**config.mk**
```make
export PLATFORM = sky130hd
export DESIGN_NAME = system_handler_priority_bank
export DESIGN_NICKNAME = d
export VERILOG_FILES = /design/src/handler_priority_pkg.sv /design/src/system_handler_priority_bank.sv /design/src/lane_select.sv
export SDC_FILE = /design/constraint.sdc
export NUM_CORES = 1
export LEC_CHECK = 0
export ABC_AREA = 1
export BUFFER_PORTS_ARGS = -buffer_cell sky130_fd_sc_hd__buf_4
export CAP_MARGIN = 30
export CORE_ASPECT_RATIO = 1.75
export CORE_UTILIZATION = 30
export CTS_BUF_LIST = sky130_fd_sc_hd__clkbuf_16
export CTS_CLUSTER_DIAMETER = 120
export DETAILED_ROUTE_END_ITERATION = 8
export GPL_TIMING_DRIVEN = 0
export PLACE_DENSITY = 0.6
export SETUP_SLACK_MARGIN = 0.02
export SLEW_MARGIN = 20
export SYNTH_ARGS = -nofsm -noshare
export SYNTH_HDL_FRONTEND = slang
export SYNTH_SLANG_ARGS = --single-unit
```
**constraint.sdc**
```tcl
create_clock -name mclk -period 2.75 [get_ports mclk]
set_clock_uncertainty 0.2 [all_clocks]
set_input_delay 0 -clock mclk [delete_from_list [all_inputs] [get_ports mclk]]
set_output_delay 0 -clock mclk [all_outputs]
set_load 0.05 [all_outputs]
```
**src/handler_priority_pkg.sv**
```systemverilog
// Constants for the system handler priority bank: offsets, field layout,
// exception numbers, access sizes and reset values.
// Assumes a 32-bit register word and a byte-addressed register port.
`default_nettype none

package handler_priority_pkg;

   // ------------------------------------------------------------------
   // Register port geometry
   // ------------------------------------------------------------------
   localparam int unsigned DATA_W = 32;
   localparam int unsigned ADDR_W = 12;
   localparam int unsigned LANES = 4;
   localparam int unsigned LANE_W = 8;

   // ------------------------------------------------------------------
   // Register offsets (byte addresses, word aligned)
   // ------------------------------------------------------------------
   localparam logic [11:0] OFFSET_GROUP_ZERO = 12'h000;
   localparam logic [11:0] OFFSET_GROUP_ONE = 12'h004;

   // ------------------------------------------------------------------
   // Field positions inside handler_priority_group_one
   // ------------------------------------------------------------------
   localparam int unsigned MEM_FAULT_LSB = 0;
   localparam int unsigned BUS_ERROR_LSB = 8;
   localparam int unsigned USAGE_ERROR_LSB = 16;
   localparam int unsigned SEVEN_RESERVED_LSB = 24;
   localparam logic [1:0] LANE_MEM_FAULT = 2'h0;
   localparam logic [1:0] LANE_BUS_ERROR = 2'h1;
   localparam logic [1:0] LANE_USAGE_ERROR = 2'h2;
   localparam logic [1:0] LANE_SEVEN_RESERVED = 2'h3;

   // ------------------------------------------------------------------
   // Exception numbers; handler n is served by field n
   // ------------------------------------------------------------------
   localparam logic [3:0] EXC_UNDEFINED = 4'h0;
   localparam logic [3:0] EXC_RESET = 4'h1;
   localparam logic [3:0] EXC_NMI = 4'h2;
   localparam logic [3:0] EXC_ESCALATED = 4'h3;
   localparam logic [3:0] EXC_MEM_FAULT = 4'h4;
   localparam logic [3:0] EXC_BUS_ERROR = 4'h5;
   localparam logic [3:0] EXC_USAGE_ERROR = 4'h6;
   localparam logic [3:0] EXC_SEVEN = 4'h7;

   // ------------------------------------------------------------------
   // Access sizes on the register port
   // ------------------------------------------------------------------
   localparam logic [1:0] SIZE_BYTE = 2'h0;
   localparam logic [1:0] SIZE_HALF = 2'h1;
   localparam logic [1:0] SIZE_WORD = 2'h2;

   // ------------------------------------------------------------------
   // Reset and fill values
   // ------------------------------------------------------------------
   localparam logic [7:0] RESET_PRIORITY = 8'h00;
   localparam logic [31:0] READ_ZERO = 32'h00000000;
   localparam logic [3:0] NO_LANES = 4'h0;

endpackage

`default_nettype wire

```
**src/system_handler_priority_bank.sv**
```systemverilog
// Priority storage for system handlers 4 to 6 behind a plain register
// port, with a registered per-exception priority lookup.
// Assumes one clock mclk, synchronous active-low rst_n, and a master
// that never issues read and write strobes together.
// Fixed priorities of exceptions 1 to 3 appear only as a lookup flag;
// their levels belong to whatever arbitrates between pending handlers.
// A narrower PRIO_W keeps the upper bits of each byte and zeroes the rest.
//
// Overview of operation
// - Priority field for handler n governs exception n, also in the lookup.
// - Exceptions 1 to 3 report fixed priority and have no stored field.
// - Lowest configurable field belongs to exception 4, memory fault.
// - No register for handlers 0 to 3; group zero reads zero.
// - Group one priorities for handlers 4 to 6 are writable and readable.
// - Byte, aligned halfword and word accesses to group one are accepted.
// - Handler 4 priority lives in bits 7 down to 0.
// - Handler 5 priority lives in bits 15 down to 8.
// - Handler 6 priority lives in bits 23 down to 16.
// - Bits 31 down to 24 are reserved for handler 7, no function.
`default_nettype none

module system_handler_priority_bank #(
   parameter int unsigned PRIO_W = 8
) (
   // Clock and synchronous reset
   input wire logic mclk,
   input wire logic rst_n,
   // Register port, one access per strobe
   input wire logic [11:0] reg_addr,
   input wire logic [1:0] reg_size,
   input wire logic [31:0] reg_wdata,
   input wire logic reg_write,
   input wire logic reg_read,
   output logic [31:0] reg_rdata,
   output logic reg_error,
   // Priority lookup for the arbitration logic
   input wire logic [3:0] query_exception,
   input wire logic query_valid,
   output logic [7:0] query_priority,
   output logic query_fixed,
   output logic query_configurable,
   output logic query_ready,
   // Live priority fields
   output logic [7:0] memory_fault_priority,
   output logic [7:0] bus_error_priority,
   output logic [7:0] usage_error_priority
);

   // ------------------------------------------------------------------
   // Local types
   // ------------------------------------------------------------------

   // Whole state of the bank in one packed struct
   typedef struct packed {
      logic [7:0] memory_fault_priority;
      logic [7:0] bus_error_priority;
      logic [7:0] usage_error_priority;
      logic [31:0] rdata;
      logic error;
      logic [7:0] query_priority;
      logic query_fixed;
      logic query_configurable;
      logic query_ready;
   } bank_state_t;

   // Answer of the per-exception lookup
   typedef struct packed {
      logic [7:0] priority_value;
      logic fixed;
      logic configurable;
   } lookup_t;

   // ------------------------------------------------------------------
   // Derived constants
   // ------------------------------------------------------------------

   // Stored bits of each priority byte; a narrower build drops the low
   // bits, which then read as zero rather than echo what was written
   localparam logic [7:0] PRIO_KEEP = 8'(8'hFF << (8 - PRIO_W));

   // ------------------------------------------------------------------
   // Helper functions
   // ------------------------------------------------------------------

   // Keep only the implemented upper priority bits; low bits read zero
   function automatic logic [7:0] trim_priority(input logic [7:0] value);
      return value & PRIO_KEEP;
   endfunction

   // Merge one byte lane: new data only when its lane is selected
   function automatic logic [7:0] merge_lane(
      input logic [7:0] old_value,
      input logic [31:0] wdata,
      input logic [3:0] mask,
      input logic [1:0] lane
   );
      logic [7:0] new_value;
      new_value = wdata[{lane, 3'h0} +: 8];
      // An unselected lane keeps its value, so narrow writes spare neighbours
      if (mask[lane]) begin
         return trim_priority(new_value);
      end
      return old_value;
   endfunction

   // Word image of group one from the stored fields
   function automatic logic [31:0] group_one_word(input bank_state_t s);
      logic [31:0] word;
      word = handler_priority_pkg::READ_ZERO;
      word[handler_priority_pkg::MEM_FAULT_LSB +: 8] = s.memory_fault_priority;
      word[handler_priority_pkg::BUS_ERROR_LSB +: 8] = s.bus_error_priority;
      word[handler_priority_pkg::USAGE_ERROR_LSB +: 8] = s.usage_error_priority;
      // Lane 3 stays zero: the reserved slot has no storage
      return word;
   endfunction

   // Priority lookup by exception number
   function automatic lookup_t lookup(input bank_state_t s, input logic [3:0] exc);
      lookup_t l;
      l.priority_value = handler_priority_pkg::RESET_PRIORITY;
      l.fixed = 1'b0;
      l.configurable = 1'b0;
      // Handler n answers for exception n; nothing is renumbered
      unique case (exc)
         handler_priority_pkg::EXC_RESET,
         handler_priority_pkg::EXC_NMI,
         handler_priority_pkg::EXC_ESCALATED: begin
            l.fixed = 1'b1;
         end
         handler_priority_pkg::EXC_MEM_FAULT: begin
            l.priority_value = s.memory_fault_priority;
            l.configurable = 1'b1;
         end
         handler_priority_pkg::EXC_BUS_ERROR: begin
            l.priority_value = s.bus_error_priority;
            l.configurable = 1'b1;
         end
         handler_priority_pkg::EXC_USAGE_ERROR: begin
            l.priority_value = s.usage_error_priority;
            l.configurable = 1'b1;
         end
         default: begin
            // Exception 0, the reserved handler 7 and numbers served elsewhere
            l.configurable = 1'b0;
         end
      endcase
      return l;
   endfunction

   // Access the port cannot honour: bad size or alignment, or a word address
   // outside groups zero and one; one decision serves reads and writes alike
   function automatic logic access_refused(
      input logic is_misaligned,
      input logic at_group_zero,
      input logic at_group_one
   );
      logic unmapped;
      unmapped = !at_group_zero && !at_group_one;
      return is_misaligned || unmapped;
   endfunction

   // ------------------------------------------------------------------
   // Address and lane decode
   // ------------------------------------------------------------------

   logic [3:0] lane_mask;
   logic misaligned;
   logic [11:0] word_addr;
   logic hit_group_zero;
   logic hit_group_one;
   logic write_lanes_ok;
   logic access_seen;
   logic access_bad;

   // One decoder serves reads and writes, so both follow one alignment rule
   lane_select u_lane_select (
      .addr_low(reg_addr[1:0]),
      .size(reg_size),
      .lane_mask(lane_mask),
      .misaligned(misaligned)
   );

   // Word address ignores the lane bits so narrow accesses find the word
   assign word_addr = {reg_addr[11:2], 2'h0};
   assign hit_group_zero = (word_addr == handler_priority_pkg::OFFSET_GROUP_ZERO);
   assign hit_group_one = (word_addr == handler_priority_pkg::OFFSET_GROUP_ONE);
   assign write_lanes_ok = reg_write && hit_group_one && !misaligned;

   // ------------------------------------------------------------------
   // Access qualifiers
   // ------------------------------------------------------------------

   // Either strobe; the master never raises both in one cycle
   assign access_seen = reg_write || reg_read;
   // Refused reads still complete and refused writes store nothing; the error pulse flags both
   assign access_bad = access_seen && access_refused(misaligned, hit_group_zero,
      hit_group_one);

   // ------------------------------------------------------------------
   // Next-state logic
   // ------------------------------------------------------------------

   bank_state_t state_reg;
   bank_state_t state_next;
   lookup_t lookup_now;

   always_comb begin
      state_next = state_reg;
      lookup_now = lookup(state_reg, query_exception);

      // Read data stand for one cycle only, then return to zero
      state_next.rdata = handler_priority_pkg::READ_ZERO;
      state_next.error = 1'b0;
      state_next.query_ready = 1'b0;

      // Misaligned writes never get here, so a bad size cannot half-land
      // Writes touch only selected lanes of group one
      if (write_lanes_ok) begin
         state_next.memory_fault_priority = merge_lane(
            state_reg.memory_fault_priority, reg_wdata, lane_mask,
            handler_priority_pkg::LANE_MEM_FAULT);
         state_next.bus_error_priority = merge_lane(
            state_reg.bus_error_priority, reg_wdata, lane_mask,
            handler_priority_pkg::LANE_BUS_ERROR);
         state_next.usage_error_priority = merge_lane(
            state_reg.usage_error_priority, reg_wdata, lane_mask,
            handler_priority_pkg::LANE_USAGE_ERROR);
         // Lane 3 is reserved: write ignored, nothing stored
      end

      // Group zero is not implemented: writes vanish, reads give zero
      if (reg_read) begin
         if (hit_group_one) begin
            state_next.rdata = group_one_word(state_reg);
         end else begin
            state_next.rdata = handler_priority_pkg::READ_ZERO;
         end
      end

      // Flag accesses that cannot be honoured; data path is unaffected
      if (access_bad) begin
         state_next.error = 1'b1;
      end

      // A write in the same cycle is not seen: the lookup reads state_reg
      // Lookup answers one cycle after the query, held until the next one
      if (query_valid) begin
         state_next.query_priority = lookup_now.priority_value;
         state_next.query_fixed = lookup_now.fixed;
         state_next.query_configurable = lookup_now.configurable;
         state_next.query_ready = 1'b1;
      end

      // Synchronous reset: every field to its constant
      // Placed last so that reset wins over an access in the same cycle
      if (!rst_n) begin
         state_next.memory_fault_priority = handler_priority_pkg::RESET_PRIORITY;
         state_next.bus_error_priority = handler_priority_pkg::RESET_PRIORITY;
         state_next.usage_error_priority = handler_priority_pkg::RESET_PRIORITY;
         state_next.rdata = handler_priority_pkg::READ_ZERO;
         state_next.error = 1'b0;
         state_next.query_priority = handler_priority_pkg::RESET_PRIORITY;
         state_next.query_fixed = 1'b0;
         state_next.query_configurable = 1'b0;
         state_next.query_ready = 1'b0;
      end
   end

   // ------------------------------------------------------------------
   // State register
   // ------------------------------------------------------------------

   // Reset is folded into state_next, so this stays a plain register
   // with no enable and no reset branch of its own
   always_ff @(posedge mclk) begin
      state_reg <= state_next;
   end

   // ------------------------------------------------------------------
   // Outputs
   // ------------------------------------------------------------------

   // Register port answers; every output is a flop, so none glitches
   assign reg_rdata = state_reg.rdata;
   assign reg_error = state_reg.error;

   // Lookup answers
   assign query_priority = state_reg.query_priority;
   assign query_fixed = state_reg.query_fixed;
   assign query_configurable = state_reg.query_configurable;
   assign query_ready = state_reg.query_ready;

   // Live fields for the arbiter
   assign memory_fault_priority = state_reg.memory_fault_priority;
   assign bus_error_priority = state_reg.bus_error_priority;
   assign usage_error_priority = state_reg.usage_error_priority;

endmodule

`default_nettype wire

```
**src/lane_select.sv**
```systemverilog
// Byte lane decoder for the register port: turns the low address bits
// and the access size into a lane mask.
// Assumes sizes from handler_priority_pkg; purely combinational.
`default_nettype none

module lane_select (
   input wire logic [1:0] addr_low,
   input wire logic [1:0] size,
   output logic [3:0] lane_mask,
   output logic misaligned
);

   // ------------------------------------------------------------------
   // Mask decode
   // ------------------------------------------------------------------

   // Misaligned or unknown sizes give no lanes so nothing gets written
   always_comb begin
      lane_mask = handler_priority_pkg::NO_LANES;
      misaligned = 1'b0;
      unique case (size)
         handler_priority_pkg::SIZE_BYTE: begin
            lane_mask = 4'h1 << addr_low;
         end
         handler_priority_pkg::SIZE_HALF: begin
            if (addr_low[0]) begin
               misaligned = 1'b1;
            end else if (addr_low[1]) begin
               lane_mask = 4'hC;
            end else begin
               lane_mask = 4'h3;
            end
         end
         handler_priority_pkg::SIZE_WORD: begin
            if (addr_low != 2'h0) begin
               misaligned = 1'b1;
            end else begin
               lane_mask = 4'hF;
            end
         end
         default: begin
            misaligned = 1'b1;
         end
      endcase
   end

endmodule

`default_nettype wire

```
Yosys cells after proc, flatten, opt, wreduce, memory -nomap -nowiden --
Index checks and enable logic that the tools add are counted.
Word-level totals: word-level logic and storage cells 60, flip-flop bits (word level) 68, output and inout port bits 68, bits of input ports 55
Cells by class: shifts and indexed selects 1, reductions and logical operators 19, equality and inequality tests 9, multiplexer cells 21
Operators with widths (number):
- $mux 8 | 3
- $pmux 8 s3 | 1
- $eq 4x3->1 const B | 3
- $logic_not 12->1 | 1
- $mux 1 | 12
- $eq 10x1->1 const B | 1
- $mux 3 | 3
- $pmux 3 s3 | 1
- $eq 4x2->1 const B | 2
- $reduce_and 2->1 | 4
- $reduce_or 3->1 | 2
- $eq 4x1->1 const B | 1
- $logic_and 1x1->1 | 4
- $logic_not 1->1 | 3
- $pmux 1 s3 | 1
- $reduce_and 3->1 | 1
- $shl 1x2->3 const A | 1
- $eq 2x1->1 const B | 1
- $eq 2x2->1 const B | 1
- $logic_not 2->1 | 1
- $logic_or 1x1->1 | 2
- $reduce_bool 2->1 | 1

Longest topological paths before layout --
word-level depth 7, depth in mapped cells 9, depth with buffers taken out 8

Cells and area by module --
Synthesis repeated with hierarchy kept, for this count alone.
Second synthesis, totals: cells, all modules 343, area total of the unflattened synthesis 2454.9 um^2
By module, submodules not included:
- system_handler_priority_bank | sequential area each 1201.2 um^2, cells each 318, times used 1, area an instance 2352.3 um^2
- lane_select | sequential area each 0.0 um^2, cells each 25, times used 1, area an instance 102.6 um^2

Least setup slack after synthesis --
OpenSTA, ideal clock, no wires.
path kind reg-to-reg, start point register state_reg, in the netlist bus_error_priority[0], end point register state_reg, in the netlist query_priority[0], path buffers 0, path slack 1476 ps, data required time 2478 ps, setup time 72 ps, cell stages (with the launch flop) 5, clock period less this slack 1274 ps, arrival 1002 ps, cells stage by stage dfxtp_1 > nand3_1 > nand3_1 > nand2_1 > a21oi_1
Between the ends: cells in the longest elaborated chain, start to end 1
RTL lines:
- start: declaration | line system_handler_priority_bank.sv:203 | bank_state_t state_reg;
- start signal: assignment | line system_handler_priority_bank.sv:276 | state_reg <= state_next;
- $pmux 8 s3 | line system_handler_priority_bank.sv:124 | unique case (exc)
Every way passes these cells. A chain may end at the register's enable or synchronous reset.

==> metrics.md <==
| Metric | Value |
|---|---|
| CTS buffer count | 9 |
| Clock sinks | 60 |
| First-pass GRT wire length | 12,300 µm |
| CP max FO | 10 |
| Final setup violation count | 0 |
| Sequential fraction of the synthesis area | 47.7% |
| Largest net degree at the start of global routing | 11 |
| Drt pass-1 iters | 8 |
| GPL Wtd Cong | 0.794 |
| Area contributors post-synth | dfxtp_1 48%, nand2_1 9.8%, nor2_1 9.2% |
| Min cycle time layout | 2.63 ns |
| Synth warn | 0 |
| Ant. Diodes | 0 |
| # DRC | 7 |
| Failing checks | DRC |
| Synth top area share | around 48% |
| Max Slew Vio Count | 0 |
| CTS Buffer Depth | 2 |
| Post-CTS setup buffers | 0 |
| Proportion of layout cells with a drive suffix above 1 | 26.2% |
| Overall Global Routing Usage | 18.6% |
| WS Path Type | in -> reg |
| RSZ-0062 raised after global routing | no |
| CP Capture Type | register |
| WP buf/inv | 6 |
| Critical Path Slowest Stage Cell | dlygate4sd3_1 |
| Routed length per instance | 12.5 µm |
| Starting Density | between 30% and 40% |
| Port Buffers | 104 |
| CP dominant cell by count | dlygate4sd3_1 |
| Fmax | 380 MHz |
| Syn Inst Count | 358 |
| Synth Register Bits | 60 |
| Final Util | 53.4% |
| VDD IR max | 343 µV |
| Die area | around 9000 µm² |
| Detailed Route WL | 7840 µm |
| Vias in the first global route | approximately 2.7k |
| DP Wirelength | 5710 µm |
| I/O pins | approximately 120 |
| Startpoint types | input port |
| DIE WIDTH | around 71 µm |
| Final Cycle Share | 95.7% |
| Via count | 2,807 |
| Area grow syn2layout | 70.2% |
| Worst Path Required | 2.82 ns |
| CTS clk-pin slew, worst paths | roughly 0.050 ns |
| Cell variety after synth | 20 |
| CP cell instances | dlygate4sd3_1 -> buf_2 -> nand2_1 -> dlygate4sd3_1 -> inv_1 -> nand3_1 -> dlygate4sd3_1 -> nand2_1 -> dlygate4sd3_1 |
| Rows | 43 |
| Post-synthesis cell area | between 2000 and 3000 µm² |
| Clk_lat worst skew | 0.32 ns |
| Root cell of the clock tree | clkbuf_16 |
| Delay of the slowest cell on the worst path | 0.57 ns |
| Max-Cap Viols | 0 |
| Worst Tran Pin Value | between 0.5 and 0.6 ns |
| Post-Syn Area per Cell | ~7.0 µm² |
| Final std cells w/o fill | 629 |
| Via-to-Cell Ratio | 4.46 |
| Final Hold Viols | 0 |
| Die H | 123 µm |
| Core box area | 8020 µm² |
| Antenna violations before repair | 0 |
| CP Data Arrival Time | 2.70 ns |
| Worst path top cell family by delay | buffers and inverters |
| Post-Place Cells | roughly 560 |
| Status | complete, but fails checks |
| P_leak | between 1.5 and 2 nW |
| Total grt overflow | 0 |
| PwrDens | 523 nW/µm² |
| Setup TNS | 0 ns |
| Rel. slew slack | 61.5% |
| Synth area leader | dfxtp_1 |
| Routed Antenna Nets | 0 |
| Fin nets | roughly 590 |
| 1st-iter DRT viols | 147 |
| H-tree depth | 3 |
| Reg2reg setup slack | 1.44 ns |
| TritonCTS clock tree | built |
| Class of the tightest hold or removal check | in -> reg |
-- sequential cells by signal (all words and copies together) (netlist names) --
register,cells
reg_rdata,24
reg_error,1
usage_error_priority,8
query_fixed,1
query_ready,1
query_configurable,1
query_priority,8
memory_fault_priority,8
bus_error_priority,8
-- synthesized netlist by cell type --
cell / count
nor3_2: 1
nand2_1: 66
nor3b_4: 1
buf_1: 2
inv_1: 58
a22oi_1: 1
clkinv_1: 2
dfxtp_1: 60
o21ai_0: 1
conb_1: 1
clkbuf_1: 3
nor2_2: 3
o21ai_2: 1
buf_2: 6
buf_6: 2
nand3_1: 44
nand4_1: 1
nor2_1: 62
buf_4: 10
a21oi_1: 33
-- kinds of logic after synthesis --
| family | Yosys count | share of synthesized area [%] |
|---|---|---|
| compound gates | 36 | 7.41 |
| buf+inv | 83 | 14.8 |
| flops | 60 | 47.7 |
| other cells | 1 | 0.149 |
| simple gates | 178 | 30.0 |
-- area by class of cell --
class | instances | area (µm²)
clock buffers | 9 | 225
well taps | 90 | 113
plain buffers | 23 | 146
clock inverters | 7 | 81.3
flip-flops and latches | 60 | 1200
repair buffers | 158 | 1320
fillers | 745 | 3730
multi-input cells | 222 | 971
inverters | 60 | 225
-- worst paths after layout --
kind                                    startpoint            endpoint  cells past startpoint
worst max-delay path                         rst_n         query_fixed                      9
worst min-delay path            query_exception[2]  query_configurable                      5
worst max register to register         query_fixed         query_fixed                      3
worst min register to register   query_priority[4]   query_priority[4]                      2
-- worst reg2reg max path, delay by kind of cell, from the launching register on --
kind                   cells  cell delay (ns)
DFF                        1             0.31
and+or+nand+nor            2             0.14
buffers and inverters      1             0.55
-- metrics by stage --
stage | setup WS [ns] | area (µm²) | hold WS (ns) | power (mW)
after floorplan | 1.48 | 2540 | -0.0698 | 0.992
after global placement | 1.24 | 3440 | 0.0774 | 1.06
after detailed placement | 1.21 | 3440 | 0.0796 | 1.07
after CTS | 0.169 | 4280 | 0.0202 | 2.26
after global routing | 0.0306 | 4280 | 0.0772 | 2.32
final | 0.118 | 4280 | 0.0315 | 2.24
-- cells in the final DEF, fill, tap and decap left out --
master and n:
nor2_2 3, nor2_1 62, nor3b_4 1, clkinv_2 2, clkbuf_1 3, bufinv_16 2, nand4_1 1, o21ai_2 1
buf_4 114, buf_2 6, buf_6 2, inv_1 58, nor3_2 1, dlygate4sd3_1 54, dfxtp_1 60, buf_1 2
conb_1 8, nand3_1 44, clkinv_1 5, clkbuf_16 9, o21ai_0 1, a22oi_1 1, nand2_1 66, a21oi_1 33
-- routing by layer --
metal  vias to the layer above  GRT usage, %  routed length (µm)
li1                       1438             -                   -
met4                         0          11.4                 294
met3                        21          4.73                 420
met5                         -             0                   0
met1                      1242          18.5                2910
met2                       106          34.2                4220
-- report_power, final --
group,switching (mW),total [mW],leakage (nW),internal (mW)
Sequential,0.000937,0.874,0.484,0.873
Clock,0.374,1.15,0.152,0.779
Combinational,0.110,0.215,1.33,0.104
Total,0.486,2.24,1.97,1.76
-- timing repair --
action	CTS	global route
endpoints found under the hold margin	39	0
hold buffers	54	0
gates resized for setup	0	0
No activity file was read; power rests on OpenSTA's default activity.
